[src/logic/timeout_pkg.sv]
// Purpose: shared constants for the bus access time-out monitor
// Assumes: 16-bit peripheral register port, word addressed
// Notes:   channel indices order the stall counters in the monitor
package timeout_pkg;
  // register map
  localparam logic [15:0] CTRL_ADDR       = 16'h9000;
  localparam int          CTRL_PERIPH_BIT = 0;
  localparam int          CTRL_EXTMEM_BIT = 1;
  localparam logic [1:0]  CTRL_RESET      = 2'h1;
  localparam logic [13:0] CTRL_RSVD_READ  = 14'h0000;

  // stall limit in cpu clock cycles
  localparam int          STALL_LIMIT     = 512;
  localparam int          CNT_W           = 10;
  localparam logic [9:0]  STALL_LIMIT_CNT = 10'(STALL_LIMIT);

  // monitored channels
  localparam int          NUM_CH          = 4;
  localparam int          CH_CPU_PERIPH   = 0;
  localparam int          CH_DMA_PERIPH   = 1;
  localparam int          CH_EXT_DATA     = 2;
  localparam int          CH_EXT_FETCH    = 3;

  typedef enum logic [0:0] {
    ST_IDLE = 1'b0,
    ST_WAIT = 1'b1
  } stall_state_t;
endpackage

[src/logic/stall_if.sv]
// Purpose: carries one monitored access between monitor and stall counter
// Assumes: single clock domain
// Notes:   timeout is a one-cycle pulse
`timescale 1ns/1ps
`default_nettype none
interface stall_if;
  logic start;
  logic ack;
  logic enable;
  logic timeout;
  modport counter (input start, input ack, input enable, output timeout);
  modport monitor (output start, output ack, output enable, input timeout);
endinterface
`default_nettype wire

[src/logic/stall_counter.sv]
// Purpose: counts stall cycles of one access and flags a time-out
// Assumes: start and ack come from logic on mclk
// Notes:   an access that times out while disabled keeps waiting for ack
`timescale 1ns/1ps
`default_nettype none
module stall_counter (
  // clock and reset
  input  wire logic     mclk,
  input  wire logic     rst_b,
  // monitored access
  stall_if.counter      ch
);
  timeout_pkg::stall_state_t state_q;
  timeout_pkg::stall_state_t state_d;
  logic [timeout_pkg::CNT_W-1:0] cnt_q;
  logic [timeout_pkg::CNT_W-1:0] cnt_d;
  logic                          timeout_q;
  logic                          limitHit;
  logic                          fire;

  assign limitHit   = (state_q == timeout_pkg::ST_WAIT) && !ch.ack &&
                      (cnt_q == timeout_pkg::STALL_LIMIT_CNT);
  assign fire       = limitHit && ch.enable;
  assign ch.timeout = timeout_q;

  always_comb begin
    state_d = state_q;
    cnt_d   = cnt_q;
    case (state_q)
      timeout_pkg::ST_IDLE: begin
        cnt_d = '0;
        if (ch.start) begin
          state_d = timeout_pkg::ST_WAIT;
        end
      end
      timeout_pkg::ST_WAIT: begin
        if (ch.ack || fire) begin
          state_d = timeout_pkg::ST_IDLE;
          cnt_d   = '0;
        end else if (!limitHit) begin
          cnt_d = cnt_q + 1'b1;
        end
      end
      default: begin
        state_d = timeout_pkg::ST_IDLE;
        cnt_d   = '0;
      end
    endcase
  end

  always_ff @(posedge mclk) begin
    if (!rst_b) begin
      state_q   <= timeout_pkg::ST_IDLE;
      cnt_q     <= '0;
      timeout_q <= 1'b0;
    end else begin
      state_q   <= state_d;
      cnt_q     <= cnt_d;
      timeout_q <= fire;
    end
  end
endmodule
`default_nettype wire

[src/logic/timeout_monitor.sv]
// Purpose: bus access time-out monitor with its time-out control register
// Assumes: request, ack and register strobes are synchronous to mclk
// Notes:   accesses to active peripherals are not presented to this block
// Functional notes
// cpu/dma access to idle peripheral unacked 512 cycles gives time-out when enabled
// cpu time-out raises a cpu bus error through the bus error interrupt
// dma time-out makes dma set its status time-out flag and raise error
// external memory stall beyond 512 cycles errors only while its enable is 1
// software should leave the external memory check disabled
// external memory enable is control bit 1, read/write, resets to 0
// peripheral enable is control bit 0, read/write, resets to 1
// with peripheral enable clear no peripheral time-out error is produced
// control register at word address 0x9000, 16 bits, bits 15-2 read zero
// cache fetch time-out sets the fetch time-out flag, gated by external enable
// stall counter starts at issue, clears at ack, flags and ends on limit; with the channel enable clear it holds at the limit and waits for ack
`timescale 1ns/1ps
`default_nettype none
module timeout_monitor (
  // clock and reset
  input  wire logic        mclk,
  input  wire logic        rst_b,
  // peripheral register port
  input  wire logic [15:0] regAddr,
  input  wire logic        regWr,
  input  wire logic        regRd,
  input  wire logic [15:0] regWdata,
  output logic      [15:0] regRdata,
  // cpu access to disabled or idle peripheral
  input  wire logic        cpuPeriphStart,
  input  wire logic        cpuPeriphAck,
  // dma access to disabled or idle peripheral
  input  wire logic        dmaPeriphStart,
  input  wire logic        dmaPeriphAck,
  // external memory interface data access
  input  wire logic        extDataStart,
  input  wire logic        extDataAck,
  // instruction cache fetch from external memory
  input  wire logic        extFetchStart,
  input  wire logic        extFetchAck,
  input  wire logic        fetchFlagClr,
  // error answers
  output logic             cpuTimeoutErr,
  output logic             dmaTimeoutErr,
  output logic             extDataTimeoutErr,
  output logic             extFetchTimeoutErr,
  output logic             busErrorIrq,
  output logic             dmaChannelTimeout,
  output logic             cacheFetchTimeoutFlag
);
  logic [1:0]  ctrl_q;
  logic [1:0]  ctrl_d;
  logic [15:0] rdata_q;
  logic [15:0] rdata_d;
  logic        fetchFlag_q;
  logic        fetchFlag_d;
  logic        ctrlHit;
  logic        periphEn;
  logic        extmemEn;
  logic [timeout_pkg::NUM_CH-1:0] chStart;
  logic [timeout_pkg::NUM_CH-1:0] chAck;
  logic [timeout_pkg::NUM_CH-1:0] chEn;
  logic [timeout_pkg::NUM_CH-1:0] chTimeout;

  function automatic logic addrHit(input logic [15:0] a);
    addrHit = (a == timeout_pkg::CTRL_ADDR);
  endfunction

  // register decode and control bits
  assign ctrlHit  = addrHit(regAddr);
  assign periphEn = ctrl_q[timeout_pkg::CTRL_PERIPH_BIT];
  assign extmemEn = ctrl_q[timeout_pkg::CTRL_EXTMEM_BIT];
  assign ctrl_d   = (regWr && ctrlHit) ? regWdata[1:0] : ctrl_q;
  assign rdata_d  = (regRd && ctrlHit) ? {timeout_pkg::CTRL_RSVD_READ, ctrl_q} : 16'h0000;

  // channel wiring
  assign chStart[timeout_pkg::CH_CPU_PERIPH] = cpuPeriphStart;
  assign chStart[timeout_pkg::CH_DMA_PERIPH] = dmaPeriphStart;
  assign chStart[timeout_pkg::CH_EXT_DATA]   = extDataStart;
  assign chStart[timeout_pkg::CH_EXT_FETCH]  = extFetchStart;
  assign chAck[timeout_pkg::CH_CPU_PERIPH]   = cpuPeriphAck;
  assign chAck[timeout_pkg::CH_DMA_PERIPH]   = dmaPeriphAck;
  assign chAck[timeout_pkg::CH_EXT_DATA]     = extDataAck;
  assign chAck[timeout_pkg::CH_EXT_FETCH]    = extFetchAck;
  assign chEn[timeout_pkg::CH_CPU_PERIPH]    = periphEn;
  assign chEn[timeout_pkg::CH_DMA_PERIPH]    = periphEn;
  assign chEn[timeout_pkg::CH_EXT_DATA]      = extmemEn;
  assign chEn[timeout_pkg::CH_EXT_FETCH]     = extmemEn;

  genvar gi;
  generate
    for (gi = 0; gi < timeout_pkg::NUM_CH; gi++) begin : g_ch
      stall_if ch ();
      assign ch.start      = chStart[gi];
      assign ch.ack        = chAck[gi];
      assign ch.enable     = chEn[gi];
      assign chTimeout[gi] = ch.timeout;
      stall_counter u_cnt (
        .mclk  (mclk),
        .rst_b (rst_b),
        .ch    (ch)
      );
    end
  endgenerate

  // error routing; each pulse also terminates the access at the master
  assign cpuTimeoutErr      = chTimeout[timeout_pkg::CH_CPU_PERIPH];
  assign dmaTimeoutErr      = chTimeout[timeout_pkg::CH_DMA_PERIPH];
  assign extDataTimeoutErr  = chTimeout[timeout_pkg::CH_EXT_DATA];
  assign extFetchTimeoutErr = chTimeout[timeout_pkg::CH_EXT_FETCH];
  assign busErrorIrq        = cpuTimeoutErr || extDataTimeoutErr;
  assign dmaChannelTimeout  = dmaTimeoutErr;

  // fetch flag: a set in the clearing cycle wins
  assign fetchFlag_d = extFetchTimeoutErr || (fetchFlag_q && !fetchFlagClr);

  assign regRdata              = rdata_q;
  assign cacheFetchTimeoutFlag = fetchFlag_q;

  always_ff @(posedge mclk) begin
    if (!rst_b) begin
      ctrl_q      <= timeout_pkg::CTRL_RESET;
      rdata_q     <= 16'h0000;
      fetchFlag_q <= 1'b0;
    end else begin
      ctrl_q      <= ctrl_d;
      rdata_q     <= rdata_d;
      fetchFlag_q <= fetchFlag_d;
    end
  end
endmodule
`default_nettype wire

[config.mk]
export PLATFORM = sky130hd
export DESIGN_NAME = timeout_monitor
export DESIGN_NICKNAME = d
export VERILOG_FILES = /design/src/logic/timeout_pkg.sv /design/src/logic/stall_if.sv /design/src/logic/stall_counter.sv /design/src/logic/timeout_monitor.sv
export SDC_FILE = /design/constraint.sdc
export NUM_CORES = 1
export LEC_CHECK = 0
export CAP_MARGIN = 0
export CORE_UTILIZATION = 40
export DETAILED_ROUTE_END_ITERATION = 6
export DONT_BUFFER_PORTS = 1
export GPL_ROUTABILITY_DRIVEN = 0
export PLACE_DENSITY = 0.56
export SLEW_MARGIN = 20
export SYNTH_ARGS = -nofsm -noshare
export SYNTH_HDL_FRONTEND = slang
export SYNTH_HIERARCHICAL = 1
export SYNTH_SLANG_ARGS = --single-unit
[constraint.sdc]
create_clock -name mclk -period 2.93 [get_ports mclk]
set_input_delay 0.293 -clock mclk [delete_from_list [all_inputs] [get_ports mclk]]
set_output_delay 0.293 -clock mclk [all_outputs]
set_load 0.02 [all_outputs]
=== Word level (Yosys, flattened, before mapping) ===
Index checks and enable logic that the tools add are counted.
Widths: inputs -> output; s select.

* Bitwise gates (word level): 4
* Multiplexer cells: 24
* Add/sub/neg operators: 4
* Equal/unequal tests: 9
* Reductions and logical operators: 27

{| class="wikitable"
|+ Operators with widths
! cell !! number
|-
| $mux 10 || 8
|-
| $pmux 10 s2 || 4
|-
| $add 10x1->10 const B || 4
|-
| $eq 10x10->1 const B || 4
|-
| $eq 16x16->1 const B || 1
|-
| $logic_and 1x1->1 || 15
|-
| $ne 3x3->1 const B || 4
|-
| $mux 1 || 8
|-
| $pmux 1 s2 || 4
|-
| $logic_or 1x1->1 || 6
|-
| $logic_not 1->1 || 5
|-
| $not 1->1 || 4
|-
| $reduce_and 2->1 || 1
|}

* Bits of input ports: 45
* Register bits after elaboration: 67
* Logic and storage cells: 84
* Output and inout bits: 23

=== Depth between registers and ports, before layout ===
Gate-level depths: netlist of the first run.

* Depth in word-level cells: 7
* Gate-level depth with buffers: 5
* Gate-level depth less buffers: 5

=== Hierarchy ===
Netlist of the first run, hierarchy kept.

{| class="wikitable"
|+ By module, submodules not included
! module !! times used !! area each (µm²) !! cells an instance !! sequential area each (µm²)
|-
| stall_counter || 4 || 619.3 || 69 || 240.2
|-
| timeout_monitor || 1 || 365.4 || 42 || 100.1
|}

=== Worst setup path before layout of the first run ===
OpenSTA, ideal clock, no wires.

* Kind: reg2reg
* From: register g_ch[0].u_cnt/cnt_q[2] (netlist name)
* To: register g_ch[0].u_cnt/cnt_q[0] (netlist name)
* Data arrival time: 1253 ps
* Required time: 2805 ps
* Clock period less this slack: 1379 ps
* Setup time: 125 ps
* Buffers on the path: 1
* Slack: 1551 ps
* Cell stages (with the launch flop): 5
* Cells stage by stage: dfxtp_1 > buf_6 > or4b_4 > o31ai_1 > a21oi_1

* Longest elaborated chain between the ends: 6
* Elaborated cells between the ends (all ways): 7
* Classes of those cells: eq/ne: 2; mux: 2; reduce/logical: 3

{| class="wikitable"
|+ RTL lines
! what !! RTL line !! source
|-
| start, declared || stall_counter.sv:15 || <nowiki>logic [timeout_pkg::CNT_W-1:0] cnt_q;</nowiki>
|-
| start signal, assigned || stall_counter.sv:58 || <nowiki>cnt_q <= cnt_d;</nowiki>
|-
| $eq 10x10->1 (*) || stall_counter.sv:22 || <nowiki>(cnt_q == timeout_pkg::STALL_LIMIT_CNT);</nowiki>
|-
| $logic_and 1x1->1 (*) || stall_counter.sv:21 || <nowiki>assign limitHit = (state_q == timeout_pkg::ST_WAIT) && !ch.ack &&</nowiki>
|-
| $logic_and 1x1->1 || stall_counter.sv:23 || <nowiki>assign fire = limitHit && ch.enable;</nowiki>
|-
| $logic_or 1x1->1 || stall_counter.sv:37 || <nowiki>if (ch.ack || fire) begin</nowiki>
|-
| $mux 10 || stall_counter.sv:37 ||
|-
| $pmux 10 s2 || stall_counter.sv:29 || <nowiki>case (state_q)</nowiki>
|}

Mark *: on every way between the ends. The rest lies on a longest branch, timed or not.
A chain may end at the register's enable or synchronous reset.

=== Worst setup path in the final report of the first run ===
* From: register g_ch[2].u_cnt/cnt_q[0] (netlist name)
* To: register g_ch[2].u_cnt.timeout_q

* Longest elaborated chain between the ends: 3

{| class="wikitable"
|+ RTL lines
! what !! RTL line !! source
|-
| start, declared || stall_counter.sv:15 ||
|-
| start signal, assigned || stall_counter.sv:58 ||
|-
| $eq 10x10->1 || stall_counter.sv:22 ||
|-
| $logic_and 1x1->1 || stall_counter.sv:21 ||
|-
| $logic_and 1x1->1 || stall_counter.sv:23 ||
|-
| end signal, assigned || stall_counter.sv:59 || <nowiki>timeout_q <= fire;</nowiki>
|-
| end, declared || stall_counter.sv:17 || <nowiki>logic timeout_q;</nowiki>
|}

No other way between the ends.

==> impl_metrics.prom, run 1 <==
# TYPE chip_impl_metric gauge
chip_impl_info{name="outcome",value="finished clean"} 1
chip_impl_metric{name="crit_path_max_fanout",unit=""} 5
chip_impl_metric{name="count_of_flip_flops_with_a_built_in_enable_after_synthesis",unit=""} 0
chip_impl_info{name="hp-class",value="input port to flip-flop"} 1
chip_impl_metric{name="max-clock-path-buffers",unit=""} 2
chip_impl_metric{name="synthesis.yosys.warnings",unit=""} 6
chip_impl_metric{name="port-buffer-count",unit=""} 0
chip_impl_info{name="dominantRegCellSynth",value="sky130_fd_sc_hd__dfxtp_1"} 1
chip_impl_metric{name="drv_cap",unit=""} 0
chip_impl_metric{name="antenna_cells_inserted",unit=""} 0
chip_impl_metric{name="grtUsageTotal",unit=""} 0.165
chip_impl_metric{name="finalSetupTns",unit="ps"} 0
chip_impl_metric{name="drtIter0Drc",unit=""} 84
chip_impl_info{name="synth_area_leaders",value="sky130_fd_sc_hd__dfxtp_1 37%, sky130_fd_sc_hd__a21oi_1 6.0%, sky130_fd_sc_hd__o31ai_1 4.2%, sky130_fd_sc_hd__buf_4 4.0%, sky130_fd_sc_hd__nand4_1 3.7%"} 1
chip_impl_metric{name="grt_max_degree",unit=""} 16
chip_impl_info{name="rsz0062_at_grt",value="false"} 1
chip_impl_metric{name="max_freq",unit="MHz"} 627
chip_impl_metric{name="number_of_cells_produced_by_synthesis",unit=""} 318
chip_impl_metric{name="detailedRoute.firstPassIterationCount",unit=""} 6
chip_impl_metric{name="core_area",unit="um^2"} 6830
chip_impl_metric{name="finalSetupViolCount",unit=""} 0
chip_impl_info{name="most_instantiated_library_cell_after_synthesis",value="sky130_fd_sc_hd__dfxtp_1"} 1
chip_impl_metric{name="post-cts-setup-buffers",unit=""} 0
chip_impl_info{name="crit_slowest_cell",value="sky130_fd_sc_hd__or4bb_1"} 1
chip_impl_metric{name="finalCriticalPeriod",unit="ps"} 1590
chip_impl_metric{name="yosysTopAreaCellShare",unit=""} 0.373
chip_impl_metric{name="clock_sink_count",unit=""} 53
chip_impl_metric{name="clock_latency",unit="ps"} 300
chip_impl_metric{name="route.vias.total",unit=""} 2253
chip_impl_metric{name="vdd_drop_max",unit="uV"} 213
chip_impl_metric{name="initial_utilization",unit=""} 0.416
chip_impl_metric{name="hold_violations",unit=""} 0
chip_impl_metric{name="first_pass_grt_wire_length",unit="um"} 9760
chip_impl_metric{name="synth-seq-cells",unit=""} 53
chip_impl_info{name="startpoint_type",value="flip-flop"} 1
chip_impl_metric{name="synth_async_sr_flop_share",unit=""} 0
chip_impl_metric{name="synth_seq_area_share",unit=""} 0.373
chip_impl_info{name="tritoncts",value="built"} 1
chip_impl_metric{name="avgViaCountPerCell",unit=""} 5.43
chip_impl_info{name="yosys.area.top_type",value="sky130_fd_sc_hd__dfxtp_1"} 1
chip_impl_metric{name="syn2layout_area_growth",unit="%"} 3.43
chip_impl_metric{name="design.die.area",unit="um^2"} 7450
chip_impl_metric{name="drt-total-wl",unit="um"} 5910
chip_impl_metric{name="clock-skew-final",unit="ps"} 6.70
chip_impl_metric{name="cts_htree_levels",unit=""} 2
chip_impl_info{name="cts.root.buffer_cell",value="sky130_fd_sc_hd__clkbuf_8"} 1
chip_impl_metric{name="layout.filler_cells",unit=""} 715
chip_impl_metric{name="final_max_slew_viol_count",unit=""} 0
chip_impl_metric{name="synth_area",unit="um^2"} 2840
chip_impl_info{name="critical_path_class",value="flip-flop to flip-flop"} 1
chip_impl_metric{name="arrival",unit="ps"} 1760
chip_impl_info{name="worstPathCellList",value="inv_1, ha_1, or4bb_1, nor4_1"} 1
chip_impl_metric{name="die_height",unit="um"} 86.3
chip_impl_metric{name="final_layout_size_suffix_gt1_frac",unit=""} 0.0721
chip_impl_metric{name="cts_inserted_buffers",unit=""} 5
chip_impl_metric{name="ant_nets",unit=""} 0
chip_impl_metric{name="netlist-cell-type-count",unit=""} 35
chip_impl_metric{name="clkSlewWorstSetupHoldPaths",unit="ps"} 100
chip_impl_metric{name="power_leakage",unit="nW"} 0.899
chip_impl_metric{name="avgRoutedWirePerCell",unit="um"} 14.2
chip_impl_metric{name="cts_hold_repair.buffers",unit=""} 0
chip_impl_metric{name="dp_worst_setup_slack",unit="ps"} 1370
chip_impl_metric{name="initial_antenna_violation_count",unit=""} 0
chip_impl_metric{name="first_global_vias",unit=""} 2108
chip_impl_metric{name="grt_overflow",unit=""} 0
chip_impl_info{name="critPathCaptureType",value="flip-flop"} 1
chip_impl_info{name="ys_top_cells_by_count",value="53 x sky130_fd_sc_hd__dfxtp_1, 34 x sky130_fd_sc_hd__a21oi_1, 20 x sky130_fd_sc_hd__nand2_1"} 1
chip_impl_metric{name="worst_path_largest_cell_delay",unit="ps"} 450
chip_impl_metric{name="drc_violation_count_after_routing",unit=""} 0
chip_impl_metric{name="min_period_over_period",unit=""} 0.544
chip_impl_metric{name="power_per_cell_area",unit="nW/um^2"} 411
chip_impl_metric{name="finalWorstSetupSlack",unit="ps"} 1340
chip_impl_metric{name="avgSynthCellArea",unit="um^2"} 8.94
chip_impl_metric{name="place.detailed.hpwl",unit="um"} 4220
chip_impl_metric{name="postLayoutCellArea",unit="um^2"} 2940
chip_impl_metric{name="die_x",unit="um"} 86.3
chip_impl_metric{name="fp-row-count",unit=""} 30
chip_impl_metric{name="top_level_ports",unit=""} 68
chip_impl_metric{name="place_area",unit="um^2"} 2850
chip_impl_metric{name="worst_ep_required_time",unit="ps"} 3100
chip_impl_metric{name="ctsResizeCount",unit=""} 0
chip_impl_metric{name="design.final.nets",unit=""} 372
stage by stage:
step	power (mW)	instances	hold WS, ps	utilization
after CTS	1.22	415	59.6	0.430
after global placement	0.803	408	371	0.418
after global routing	1.26	415	48.8	0.430
after detailed placement	0.803	408	384	0.418
final	1.21	415	71.2	0.430
after floorplan	0.808	331	365	-
metal layers:
metal	vias to the layer above	wire length [um]	track usage
met5	-	0	0
met4	0	57	0.0500
met3	5	188	0.0390
met2	26	2760	0.271
met1	1056	2900	0.215
li1	1166	-	-
layout by cell type (no fill, tap or decap), types with 2 or more instances in the layout:
cell / n
sky130_fd_sc_hd__a311o_1: 4
sky130_fd_sc_hd__nand2_1: 20
sky130_fd_sc_hd__dfxtp_1: 53
sky130_fd_sc_hd__and4bb_1: 4
sky130_fd_sc_hd__nor4b_2: 4
sky130_fd_sc_hd__o31ai_1: 16
sky130_fd_sc_hd__a21oi_1: 34
sky130_fd_sc_hd__xor2_1: 8
sky130_fd_sc_hd__nor4_2: 2
sky130_fd_sc_hd__o21ai_0: 14
sky130_fd_sc_hd__o21ai_1: 4
sky130_fd_sc_hd__and2_1: 2
sky130_fd_sc_hd__nor3_1: 4
sky130_fd_sc_hd__nor4_1: 4
sky130_fd_sc_hd__or4_1: 8
sky130_fd_sc_hd__nor2_1: 9
sky130_fd_sc_hd__conb_1: 14
sky130_fd_sc_hd__or4bb_1: 4
sky130_fd_sc_hd__nand3_2: 4
sky130_fd_sc_hd__clkbuf_8: 6
sky130_fd_sc_hd__nand3b_1: 4
sky130_fd_sc_hd__or4b_4: 4
sky130_fd_sc_hd__inv_1: 19
sky130_fd_sc_hd__or3_1: 16
sky130_fd_sc_hd__a41o_1: 4
sky130_fd_sc_hd__nand3_1: 15
sky130_fd_sc_hd__nor2b_1: 8
sky130_fd_sc_hd__nand4_1: 17
sky130_fd_sc_hd__ha_1: 8
power breakdown:
part | leakage (nW) | internal, mW | switching [mW]
logic | 0.427 | 0.0170 | 0.0359
clock network | 0.0443 | 0.188 | 0.234
registers | 0.428 | 0.727 | 0.00700
cell type report:
class / count / area, um^2 / area share
multi-input combinational: 240 / 1600 / 0.545
sequential: 53 / 1060 / 0.361
tap: 96 / 120 / 0.0409
clock buffer: 7 / 86.3 / 0.0294
inverter: 19 / 71.3 / 0.0243
worst max-delay path, delay by kind of cell (launching register included):
family                   cells  cell delay (ps)
buffers and inverters        1               90
AND/OR/NAND/NOR              2              840
adder cells (fa/ha/maj)      1              170
flip-flops                   1              360
sequential cells by signal (all words and copies together) (netlist names):
| register | cells |
|---|---|
| g_ch.u_cnt/state_q | 4 |
| g_ch.u_cnt/cnt_q | 40 |
| g_ch.u_cnt/ch.timeout | 4 |
| regRdata | 2 |
| cacheFetchTimeoutFlag | 1 |
| ctrl_q | 2 |
logic make-up after synthesis:
logic type,Yosys count,synth area share
AOI/OAI and AO/OA,76,0.162
xor gates and xnor gates,8,0.0246
adders and majority gates,8,0.0352
buffers and inverters,38,0.0805
DFF,53,0.373
other,1,0.00132
and+or+nand+nor,134,0.323
worst paths after layout:
kind	from	end	slack, ps	depth (start not counted)
hold reg to reg	g_ch[3].u_cnt/state_q	g_ch[3].u_cnt/state_q	480	1
setup / recovery	g_ch[2].u_cnt/cnt_q[0]	g_ch[2].u_cnt/ch.timeout	1340	4
hold / removal	rst_b	ctrl_q[0]	70	1
setup reg to reg	g_ch[2].u_cnt/cnt_q[0]	g_ch[2].u_cnt/ch.timeout	1340	4
Note: power is estimated with default switching activity, not from simulation.
==> run 2, diff against run 1 <==
--- a/config.mk
+++ b/config.mk
@@ -5,6 +5,7 @@
 export SDC_FILE = /design/constraint.sdc
 export NUM_CORES = 1
 export LEC_CHECK = 0
+export ABC_AREA = 1
 export CAP_MARGIN = 0
 export CORE_UTILIZATION = 40
 export DETAILED_ROUTE_END_ITERATION = 6
==> constraint.sdc (replaced) <==
create_clock -name mclk -period 1.6 [get_ports mclk]
set_input_delay 0.16 -clock mclk [delete_from_list [all_inputs] [get_ports mclk]]
set_output_delay 0.16 -clock mclk [all_outputs]
set_load 0.02 [all_outputs]
==> run 2 against run 1 <==
  * Clock power grew 81%
  * Fmax up 17%
  * Register-to-register slack worse by 1100 ps
  * Non-clock buffer count grew 7
  * Die area increased by 8.0%
  * Via count grew 8.3%
  * Sequential share of layout area is 3.9 points lower
  * Combinational power rose to 3.3 times the previous value
==> impl_metrics.prom, run 2 <==
# TYPE chip_impl_metric gauge
chip_impl_metric{name="detailedRoute.firstPassIterationCount",unit=""} 4
chip_impl_info{name="worst_hold_startpoint",value="rst_b"} 1
chip_impl_metric{name="worst_ep_required_time",unit="ps"} 1800
chip_impl_info{name="yosys.area.top_type",value="sky130_fd_sc_hd__dfxtp_1"} 1
chip_impl_metric{name="die_height",unit="um"} 89.7
chip_impl_metric{name="synth-seq-cells",unit=""} 53
chip_impl_metric{name="synth_async_sr_flop_share",unit=""} 0
chip_impl_metric{name="ant_nets",unit=""} 0
chip_impl_metric{name="power_per_cell_area",unit="nW/um^2"} 693
chip_impl_metric{name="clock_latency",unit="ps"} 310
chip_impl_metric{name="route.vias.total",unit=""} 2441
chip_impl_metric{name="cts_htree_levels",unit=""} 2
chip_impl_info{name="r2r-end",value="g_ch[1].u_cnt/state_q"} 1
chip_impl_metric{name="count_of_flip_flops_with_a_built_in_enable_after_synthesis",unit=""} 0
chip_impl_metric{name="vdd_drop_max",unit="uV"} 359
chip_impl_metric{name="max_slew_margin_vs_limit",unit=""} 0.530
chip_impl_metric{name="finalWorstSetupSlack",unit="ps"} 239
chip_impl_info{name="dominantRegCellSynth",value="sky130_fd_sc_hd__dfxtp_1"} 1
chip_impl_metric{name="avgSynthCellArea",unit="um^2"} 7.43
chip_impl_metric{name="yosysTopAreaCellShare",unit=""} 0.345
chip_impl_metric{name="count_of_buffering_cells_on_the_critical_path_with_inverters_included",unit=""} 1
chip_impl_metric{name="grt_overflow",unit=""} 0
chip_impl_info{name="largest_register",value="g_ch.u_cnt/cnt_q"} 1
chip_impl_metric{name="synthesis.yosys.warnings",unit=""} 6
chip_impl_metric{name="max-clock-path-buffers",unit=""} 2
chip_impl_info{name="rsz0062_at_grt",value="false"} 1
chip_impl_metric{name="design.die.area",unit="um^2"} 8050
chip_impl_metric{name="netlist-cell-type-count",unit=""} 23
chip_impl_metric{name="drc_violation_count_after_routing",unit=""} 0
chip_impl_metric{name="drtIter0Drc",unit=""} 56
chip_impl_metric{name="number_of_instances_on_the_worst_hold_path",unit=""} 2
chip_impl_metric{name="clock-skew-final",unit="ps"} 9.07
chip_impl_metric{name="drv_cap",unit=""} 0
chip_impl_metric{name="rr_worst_depth",unit=""} 7
chip_impl_info{name="critPathCaptureType",value="flip-flop"} 1
chip_impl_metric{name="min_period_over_period",unit=""} 0.850
chip_impl_info{name="cts.root.buffer_cell",value="sky130_fd_sc_hd__clkbuf_8"} 1
chip_impl_info{name="worstPathCellList",value="inv_1, ha_1, nand2_1, nor2_2, nand3_2, nand3_2, nand2_1"} 1
chip_impl_metric{name="arrival",unit="ps"} 1560
chip_impl_metric{name="avgRoutedWirePerCell",unit="um"} 10.8
chip_impl_metric{name="drt-total-wl",unit="um"} 5690
chip_impl_metric{name="cts_inserted_buffers",unit=""} 5
chip_impl_info{name="critical_path_class",value="flip-flop to flip-flop"} 1
chip_impl_metric{name="placed_cells_incl_taps",unit=""} 511
chip_impl_info{name="final_common_cell",value="sky130_fd_sc_hd__nand2_1"} 1
chip_impl_info{name="tritoncts",value="built"} 1
chip_impl_metric{name="syn2layout_area_growth",unit="%"} 7.04
chip_impl_info{name="crit-reg2reg-launch",value="g_ch[1].u_cnt/cnt_q[0]"} 1
chip_impl_metric{name="design.final.nets",unit=""} 479
chip_impl_metric{name="max_freq",unit="MHz"} 735
chip_impl_metric{name="number_of_cells_produced_by_synthesis",unit=""} 414
chip_impl_metric{name="clkSlewWorstSetupHoldPaths",unit="ps"} 100
chip_impl_info{name="crit_slowest_cell",value="sky130_fd_sc_hd__dfxtp_1"} 1
chip_impl_metric{name="largest_register_ffs",unit=""} 40
chip_impl_metric{name="avgViaCountPerCell",unit=""} 4.64
chip_impl_metric{name="initial_utilization",unit=""} 0.420
chip_impl_metric{name="rrSetupSlack",unit="ps"} 240
chip_impl_metric{name="first_global_vias",unit=""} 2223
chip_impl_info{name="crit_family",value="simple AND/OR/NAND/NOR gates"} 1
chip_impl_metric{name="hold_ws",unit="ps"} 14.0
chip_impl_metric{name="power.total",unit="mW"} 2.28
chip_impl_metric{name="clock_sink_count",unit=""} 53
chip_impl_info{name="most_instantiated_library_cell_after_synthesis",value="sky130_fd_sc_hd__nand2_1"} 1
chip_impl_metric{name="final_layout_size_suffix_gt1_frac",unit=""} 0.178
chip_impl_metric{name="finalSetupTns",unit="ps"} 0
chip_impl_metric{name="synth_seq_area_share",unit=""} 0.345
chip_impl_metric{name="finalCriticalPeriod",unit="ps"} 1360
chip_impl_metric{name="worst_slew_pin_slew",unit="ps"} 703
chip_impl_metric{name="synth_area",unit="um^2"} 3080
chip_impl_info{name="hold-path-endpoint",value="g_ch[2].u_cnt/cnt_q[9]"} 1
chip_impl_metric{name="dp_worst_setup_slack",unit="ps"} 248
chip_impl_metric{name="top_level_ports",unit=""} 68
chip_impl_metric{name="place.detailed.hpwl",unit="um"} 4220
chip_impl_info{name="crit_path_start",value="g_ch[1].u_cnt/cnt_q[0]"} 1
chip_impl_info{name="hp-class",value="input port to flip-flop"} 1
chip_impl_metric{name="initial_antenna_violation_count",unit=""} 0
chip_impl_metric{name="core_area",unit="um^2"} 7330
chip_impl_info{name="outcome",value="finished clean"} 1
chip_impl_metric{name="final_max_slew_viol_count",unit=""} 0
chip_impl_metric{name="hold_violations",unit=""} 0
chip_impl_metric{name="final_cells",unit=""} 526
chip_impl_metric{name="power_leakage",unit="nW"} 1.34
chip_impl_info{name="ys_top_cells_by_count",value="87 x sky130_fd_sc_hd__nand2_1, 65 x sky130_fd_sc_hd__nor2_1, 53 x sky130_fd_sc_hd__dfxtp_1"} 1
chip_impl_metric{name="antenna_cells_inserted",unit=""} 0
chip_impl_metric{name="crit_path_max_fanout",unit=""} 7
chip_impl_metric{name="first_pass_grt_wire_length",unit="um"} 9940
chip_impl_metric{name="die_x",unit="um"} 89.7
chip_impl_metric{name="finalSetupViolCount",unit=""} 0
chip_impl_metric{name="worst_path_largest_cell_delay",unit="ps"} 350
chip_impl_metric{name="port-buffer-count",unit=""} 0
chip_impl_info{name="startpoint_type",value="flip-flop"} 1
chip_impl_metric{name="grtUsageTotal",unit=""} 0.148
chip_impl_info{name="synth_area_leaders",value="sky130_fd_sc_hd__dfxtp_1 34%, sky130_fd_sc_hd__nand2_1 11%, sky130_fd_sc_hd__nor2_1 7.9%, sky130_fd_sc_hd__inv_1 6.0%, sky130_fd_sc_hd__nor2_2 5.3%"} 1
chip_impl_info{name="layout_common_cells",value="87 x sky130_fd_sc_hd__nand2_1, 65 x sky130_fd_sc_hd__nor2_1, 53 x sky130_fd_sc_hd__dfxtp_1"} 1
chip_impl_metric{name="grt_max_degree",unit=""} 17
chip_impl_metric{name="fp-row-count",unit=""} 31
[run 2: layer usage]
layer | vias to the layer above | wire (um) | global-route usage
li1 | 1284 | - | -
met1 | 1106 | 2800 | 0.197
met2 | 46 | 2520 | 0.244
met3 | 5 | 308 | 0.0347
met4 | 0 | 48 | 0.0328
met5 | - | 0 | 0
[run 2: report_power, final]
group	leakage (nW)	switching (mW)	internal [mW]
combinational	0.865	0.119	0.0542
sequential	0.428	0.0103	1.33
clock	0.0439	0.461	0.304
[run 2: cell type report]
cell class | count | area, um^2
clock buffers | 5 | 68.8
inverters | 53 | 199
multi-input cells | 306 | 1750
clock inverters | 3 | 17.5
fillers | 752 | 4040
well taps | 99 | 124
flip-flops and latches | 53 | 1060
repair buffers | 7 | 70.1
[run 2: repair_timing]
| action | CTS | global route |
|---|---|---|
| hold buffers | 5 | 2 |
| endpoints found under the setup margin | 0 | 0 |
| setup buffers | 0 | 0 |
| endpoints found under the hold margin | 15 | 1 |
| resized for setup | 0 | 0 |
[run 2: cells by family (layout without fill, tap and decap cells)]
logic type                 Yosys count  in the layout  share of synthesized area
buffers and inverters               68             68                      0.101
adders and majority gates            8              8                     0.0325
AOI/OAI and AO/OA                   17             17                     0.0333
other                                1             14                    0.00122
DFF                                 53             53                      0.345
xor gates and xnor gates            20             20                     0.0569
and+or+nand+nor                    247            247                      0.430
[run 2: how the worst max path moves through the flow]
| stage | to | cells after the start |
|---|---|---|
| floorplan | g_ch[0].u_cnt/cnt_q[9] | 9 |
| global placement | g_ch[3].u_cnt/cnt_q[2] | 7 |
| detailed placement | g_ch[1].u_cnt/state_q | 7 |
| CTS | g_ch[1].u_cnt/state_q | 7 |
| global route | g_ch[2].u_cnt/cnt_q[1] | 9 |
| finish | g_ch[1].u_cnt/state_q | 7 |
[run 2: through the flow]
stage	cell area, um^2	util
2_1_floorplan	3130	-
3_3_place_gp	3140	0.428
3_5_place_dp	3140	0.428
6_report	3290	0.449
5_1_grt	3290	0.449
4_1_cts	3270	0.446
==> run 3, diff against run 2 <==
==> constraint.sdc (replaced) <==
create_clock -name mclk -period 1.5 [get_ports mclk]
set_input_delay 0.15 -clock mclk [delete_from_list [all_inputs] [get_ports mclk]]
set_output_delay 0.15 -clock mclk [all_outputs]
set_load 0.02 [all_outputs]
==> run 3 against run 2 <==
  * Critical endpoint is now g_ch[0].u_cnt/cnt_q[2]
  * Clock power rose by 33%
  * Non-clock buffer count is 1 lower
  * Hold slack better by 12 ps
  * Sequential power is 7% higher
  * Largest power group unchanged
  * Final cell count decreased by 0.19%
  * Clock skew shrank 1.2 ps
  * Worst setup slack got worse by 97 ps
  * Core utilization grew 0.36 points
  * Critical path depth did not move
==> impl_metrics.prom, run 3 (synthesized netlist as in run 2, its figures left out) <==
# TYPE chip_impl_metric gauge
chip_impl_metric{name="rrSetupSlack",unit="ps"} 140
chip_impl_info{name="startpoint_type",value="flip-flop"} 1
chip_impl_metric{name="crit_path_max_fanout",unit=""} 4
chip_impl_metric{name="share_of_total_power_consumed_by_net_switching",unit=""} 0.232
chip_impl_metric{name="finalSetupTns",unit="ps"} 0
chip_impl_metric{name="combined_flip_flop_and_latch_cell_area",unit="um^2"} 1060
chip_impl_metric{name="fp-row-count",unit=""} 31
chip_impl_metric{name="clock_sink_count",unit=""} 53
chip_impl_metric{name="finalSetupViolCount",unit=""} 0
chip_impl_info{name="hp-class",value="input port to flip-flop"} 1
chip_impl_metric{name="power.total",unit="mW"} 2.63
chip_impl_metric{name="max-clock-path-buffers",unit=""} 2
chip_impl_info{name="worstPathCellList",value="inv_1, ha_1, nand2_1, nor2_2, nand4_2, a21oi_1, nor2_1"} 1
chip_impl_metric{name="port-buffer-count",unit=""} 0
chip_impl_info{name="crit_slowest_cell",value="sky130_fd_sc_hd__dfxtp_1"} 1
chip_impl_metric{name="route.vias.total",unit=""} 2439
chip_impl_info{name="outcome",value="finished clean"} 1
chip_impl_metric{name="clock_latency",unit="ps"} 310
chip_impl_metric{name="worst_slew_pin_slew",unit="ps"} 786
chip_impl_metric{name="first_global_vias",unit=""} 2285
chip_impl_info{name="tritoncts",value="built"} 1
chip_impl_metric{name="multi_input_area",unit="um^2"} 1760
chip_impl_metric{name="place.detailed.hpwl",unit="um"} 4330
chip_impl_metric{name="initial_utilization",unit=""} 0.420
chip_impl_metric{name="rr_worst_depth",unit=""} 7
chip_impl_info{name="r2r-end",value="g_ch[0].u_cnt/cnt_q[2]"} 1
chip_impl_metric{name="grt_max_degree",unit=""} 19
chip_impl_metric{name="die_x",unit="um"} 89.7
chip_impl_metric{name="avgRoutedWirePerCell",unit="um"} 11.0
chip_impl_metric{name="vdd_drop_max",unit="uV"} 505
chip_impl_metric{name="comb_pwr_share",unit=""} 0.069
chip_impl_info{name="crit_family",value="simple AND/OR/NAND/NOR gates"} 1
chip_impl_metric{name="core_area",unit="um^2"} 7330
chip_impl_metric{name="initial_antenna_violation_count",unit=""} 0
chip_impl_info{name="layout_common_cells",value="87 x sky130_fd_sc_hd__nand2_1, 65 x sky130_fd_sc_hd__nor2_1, 52 x sky130_fd_sc_hd__dfxtp_1"} 1
chip_impl_metric{name="detailedRoute.firstPassIterationCount",unit=""} 4
chip_impl_metric{name="syn2layout_area_growth",unit="%"} 7.89
chip_impl_info{name="largest_register",value="g_ch.u_cnt/cnt_q"} 1
chip_impl_metric{name="cell_internal_pwr",unit="mW"} 2.02
chip_impl_metric{name="cts_inserted_buffers",unit=""} 5
chip_impl_metric{name="clkSlewWorstSetupHoldPaths",unit="ps"} 100
chip_impl_metric{name="cts_htree_levels",unit=""} 2
chip_impl_info{name="cts.root.buffer_cell",value="sky130_fd_sc_hd__clkbuf_8"} 1
chip_impl_info{name="worstSetupEndpoint",value="g_ch[0].u_cnt/cnt_q[2]"} 1
chip_impl_metric{name="drt-total-wl",unit="um"} 5800
chip_impl_info{name="rsz0062_at_grt",value="false"} 1
chip_impl_metric{name="grt_overflow",unit=""} 0
chip_impl_metric{name="count_of_buffering_cells_on_the_critical_path_with_inverters_included",unit=""} 1
chip_impl_metric{name="worst_ep_required_time",unit="ps"} 1710
chip_impl_metric{name="grtUsageTotal",unit=""} 0.155
chip_impl_metric{name="p_clk_frac",unit=""} 0.386
chip_impl_metric{name="design.final.nets",unit=""} 478
chip_impl_metric{name="design.die.area",unit="um^2"} 8050
chip_impl_metric{name="worst_path_largest_cell_delay",unit="ps"} 360
chip_impl_metric{name="hold_violations",unit=""} 0
chip_impl_metric{name="final_layout_size_suffix_gt1_frac",unit=""} 0.178
chip_impl_metric{name="drc_violation_count_after_routing",unit=""} 0
chip_impl_metric{name="ant_nets",unit=""} 0
chip_impl_metric{name="clock-skew-final",unit="ps"} 7.85
chip_impl_metric{name="largest_register_ffs",unit=""} 40
chip_impl_metric{name="power_per_cell_area",unit="nW/um^2"} 794
chip_impl_info{name="critPathCaptureType",value="flip-flop"} 1
chip_impl_metric{name="crit_path_cell_count",unit=""} 7
chip_impl_metric{name="min_period_over_period",unit=""} 0.905
chip_impl_metric{name="max_slew_margin_vs_limit",unit=""} 0.474
chip_impl_metric{name="arrival",unit="ps"} 1570
chip_impl_metric{name="antenna_cells_inserted",unit=""} 0
chip_impl_metric{name="drtIter0Drc",unit=""} 60
chip_impl_metric{name="top_level_ports",unit=""} 68
chip_impl_metric{name="part_of_the_total_power_dissipated_in_sequential_elements",unit=""} 0.545
chip_impl_metric{name="max_freq",unit="MHz"} 737
chip_impl_metric{name="power.net_switching",unit="mW"} 0.610
chip_impl_metric{name="avgViaCountPerCell",unit=""} 4.65
chip_impl_info{name="crit_path_start",value="g_ch[0].u_cnt/cnt_q[0]"} 1
chip_impl_metric{name="layout.filler_cells",unit=""} 772
chip_impl_metric{name="power_leakage",unit="nW"} 1.35
chip_impl_metric{name="die_height",unit="um"} 89.7
chip_impl_info{name="crit-reg2reg-launch",value="g_ch[0].u_cnt/cnt_q[0]"} 1
chip_impl_info{name="critical_path_class",value="flip-flop to flip-flop"} 1
chip_impl_metric{name="first_pass_grt_wire_length",unit="um"} 10200
chip_impl_metric{name="hold_ws",unit="ps"} 26.4
chip_impl_metric{name="final_max_slew_viol_count",unit=""} 0
chip_impl_info{name="final_common_cell",value="sky130_fd_sc_hd__nand2_1"} 1
chip_impl_metric{name="finalCriticalPeriod",unit="ps"} 1360
chip_impl_metric{name="drv_cap",unit=""} 0
[run 3: changes by cell type in the layout (fill, tap and decap cells not counted), sizes merged]
cell         change
bufinv           +1
clkbuf           +2
clkinv           -2
clkinvlp         -1
dlygate4sd3      -1
[run 3: stage by stage]
stage / util / cell area [um^2] / setup WS, ps / std cells
6_report: 0.453 / 3320 / 142 / 525
5_1_grt: 0.453 / 3320 / 8.49 / 525
4_1_cts: 0.452 / 3310 / 131 / 525
3_5_place_dp: 0.428 / 3140 / 142 / 511
3_3_place_gp: 0.428 / 3140 / 178 / 511
2_1_floorplan: - / 3130 / 314 / 427
[run 3: layout make-up]
cell class	instances	area share
clock buffers	7	0.0260
clock inverters	1	0.00905
flip-flops and latches	53	0.320
inverters	53	0.0599
repair buffers	6	0.0181
multi-input cells	306	0.530
well taps	99	0.0373
[run 3: worst reg2reg max path, stage by stage (launching register included)]
cell and delay [ps]:
sky130_fd_sc_hd__dfxtp_1 360, sky130_fd_sc_hd__inv_1 90, sky130_fd_sc_hd__ha_1 150, sky130_fd_sc_hd__nand2_1 70, sky130_fd_sc_hd__nor2_2 190, sky130_fd_sc_hd__nand4_2 190
sky130_fd_sc_hd__a21oi_1 160, sky130_fd_sc_hd__nor2_1 50
[run 3: what timing repair did]
action / CTS / global route
endpoints found under the hold margin: 19 / 0
hold buffers: 6 / 0
resized for setup: 0 / 2
setup endpoints to repair: 0 / 1
setup buffers: 0 / 0
[run 3: power by group through the flow]
stage                     registers [mW]  logic, mW  clock network [mW]
final                               1.43      0.182                1.02
after global routing                1.44      0.205                1.12
after global placement              1.47      0.160                   0
after CTS                           1.43      0.184                1.07
after floorplan                     1.46      0.172                   0
after detailed placement            1.47      0.161                   0
[run 3: worst min path at each step]
| stage | start | end | slack (ps) | cells past startpoint |
|---|---|---|---|---|
| after detailed placement | rst_b | ctrl_q[0] | 250 | 1 |
| after CTS | rst_b | g_ch[3].u_cnt/cnt_q[9] | 7 | 2 |
| final | regWr | ctrl_q[0] | 30 | 2 |
| after global routing | regWr | ctrl_q[0] | 6 | 2 |
| after floorplan | rst_b | ctrl_q[0] | 230 | 1 |
| after global placement | rst_b | ctrl_q[0] | 240 | 1 |
[run 3: layer usage]
metal	routed length (um)	GRT usage
met1	2810	0.198
met5	0	0
met2	2640	0.254
met4	54	0.0451
met3	292	0.0415
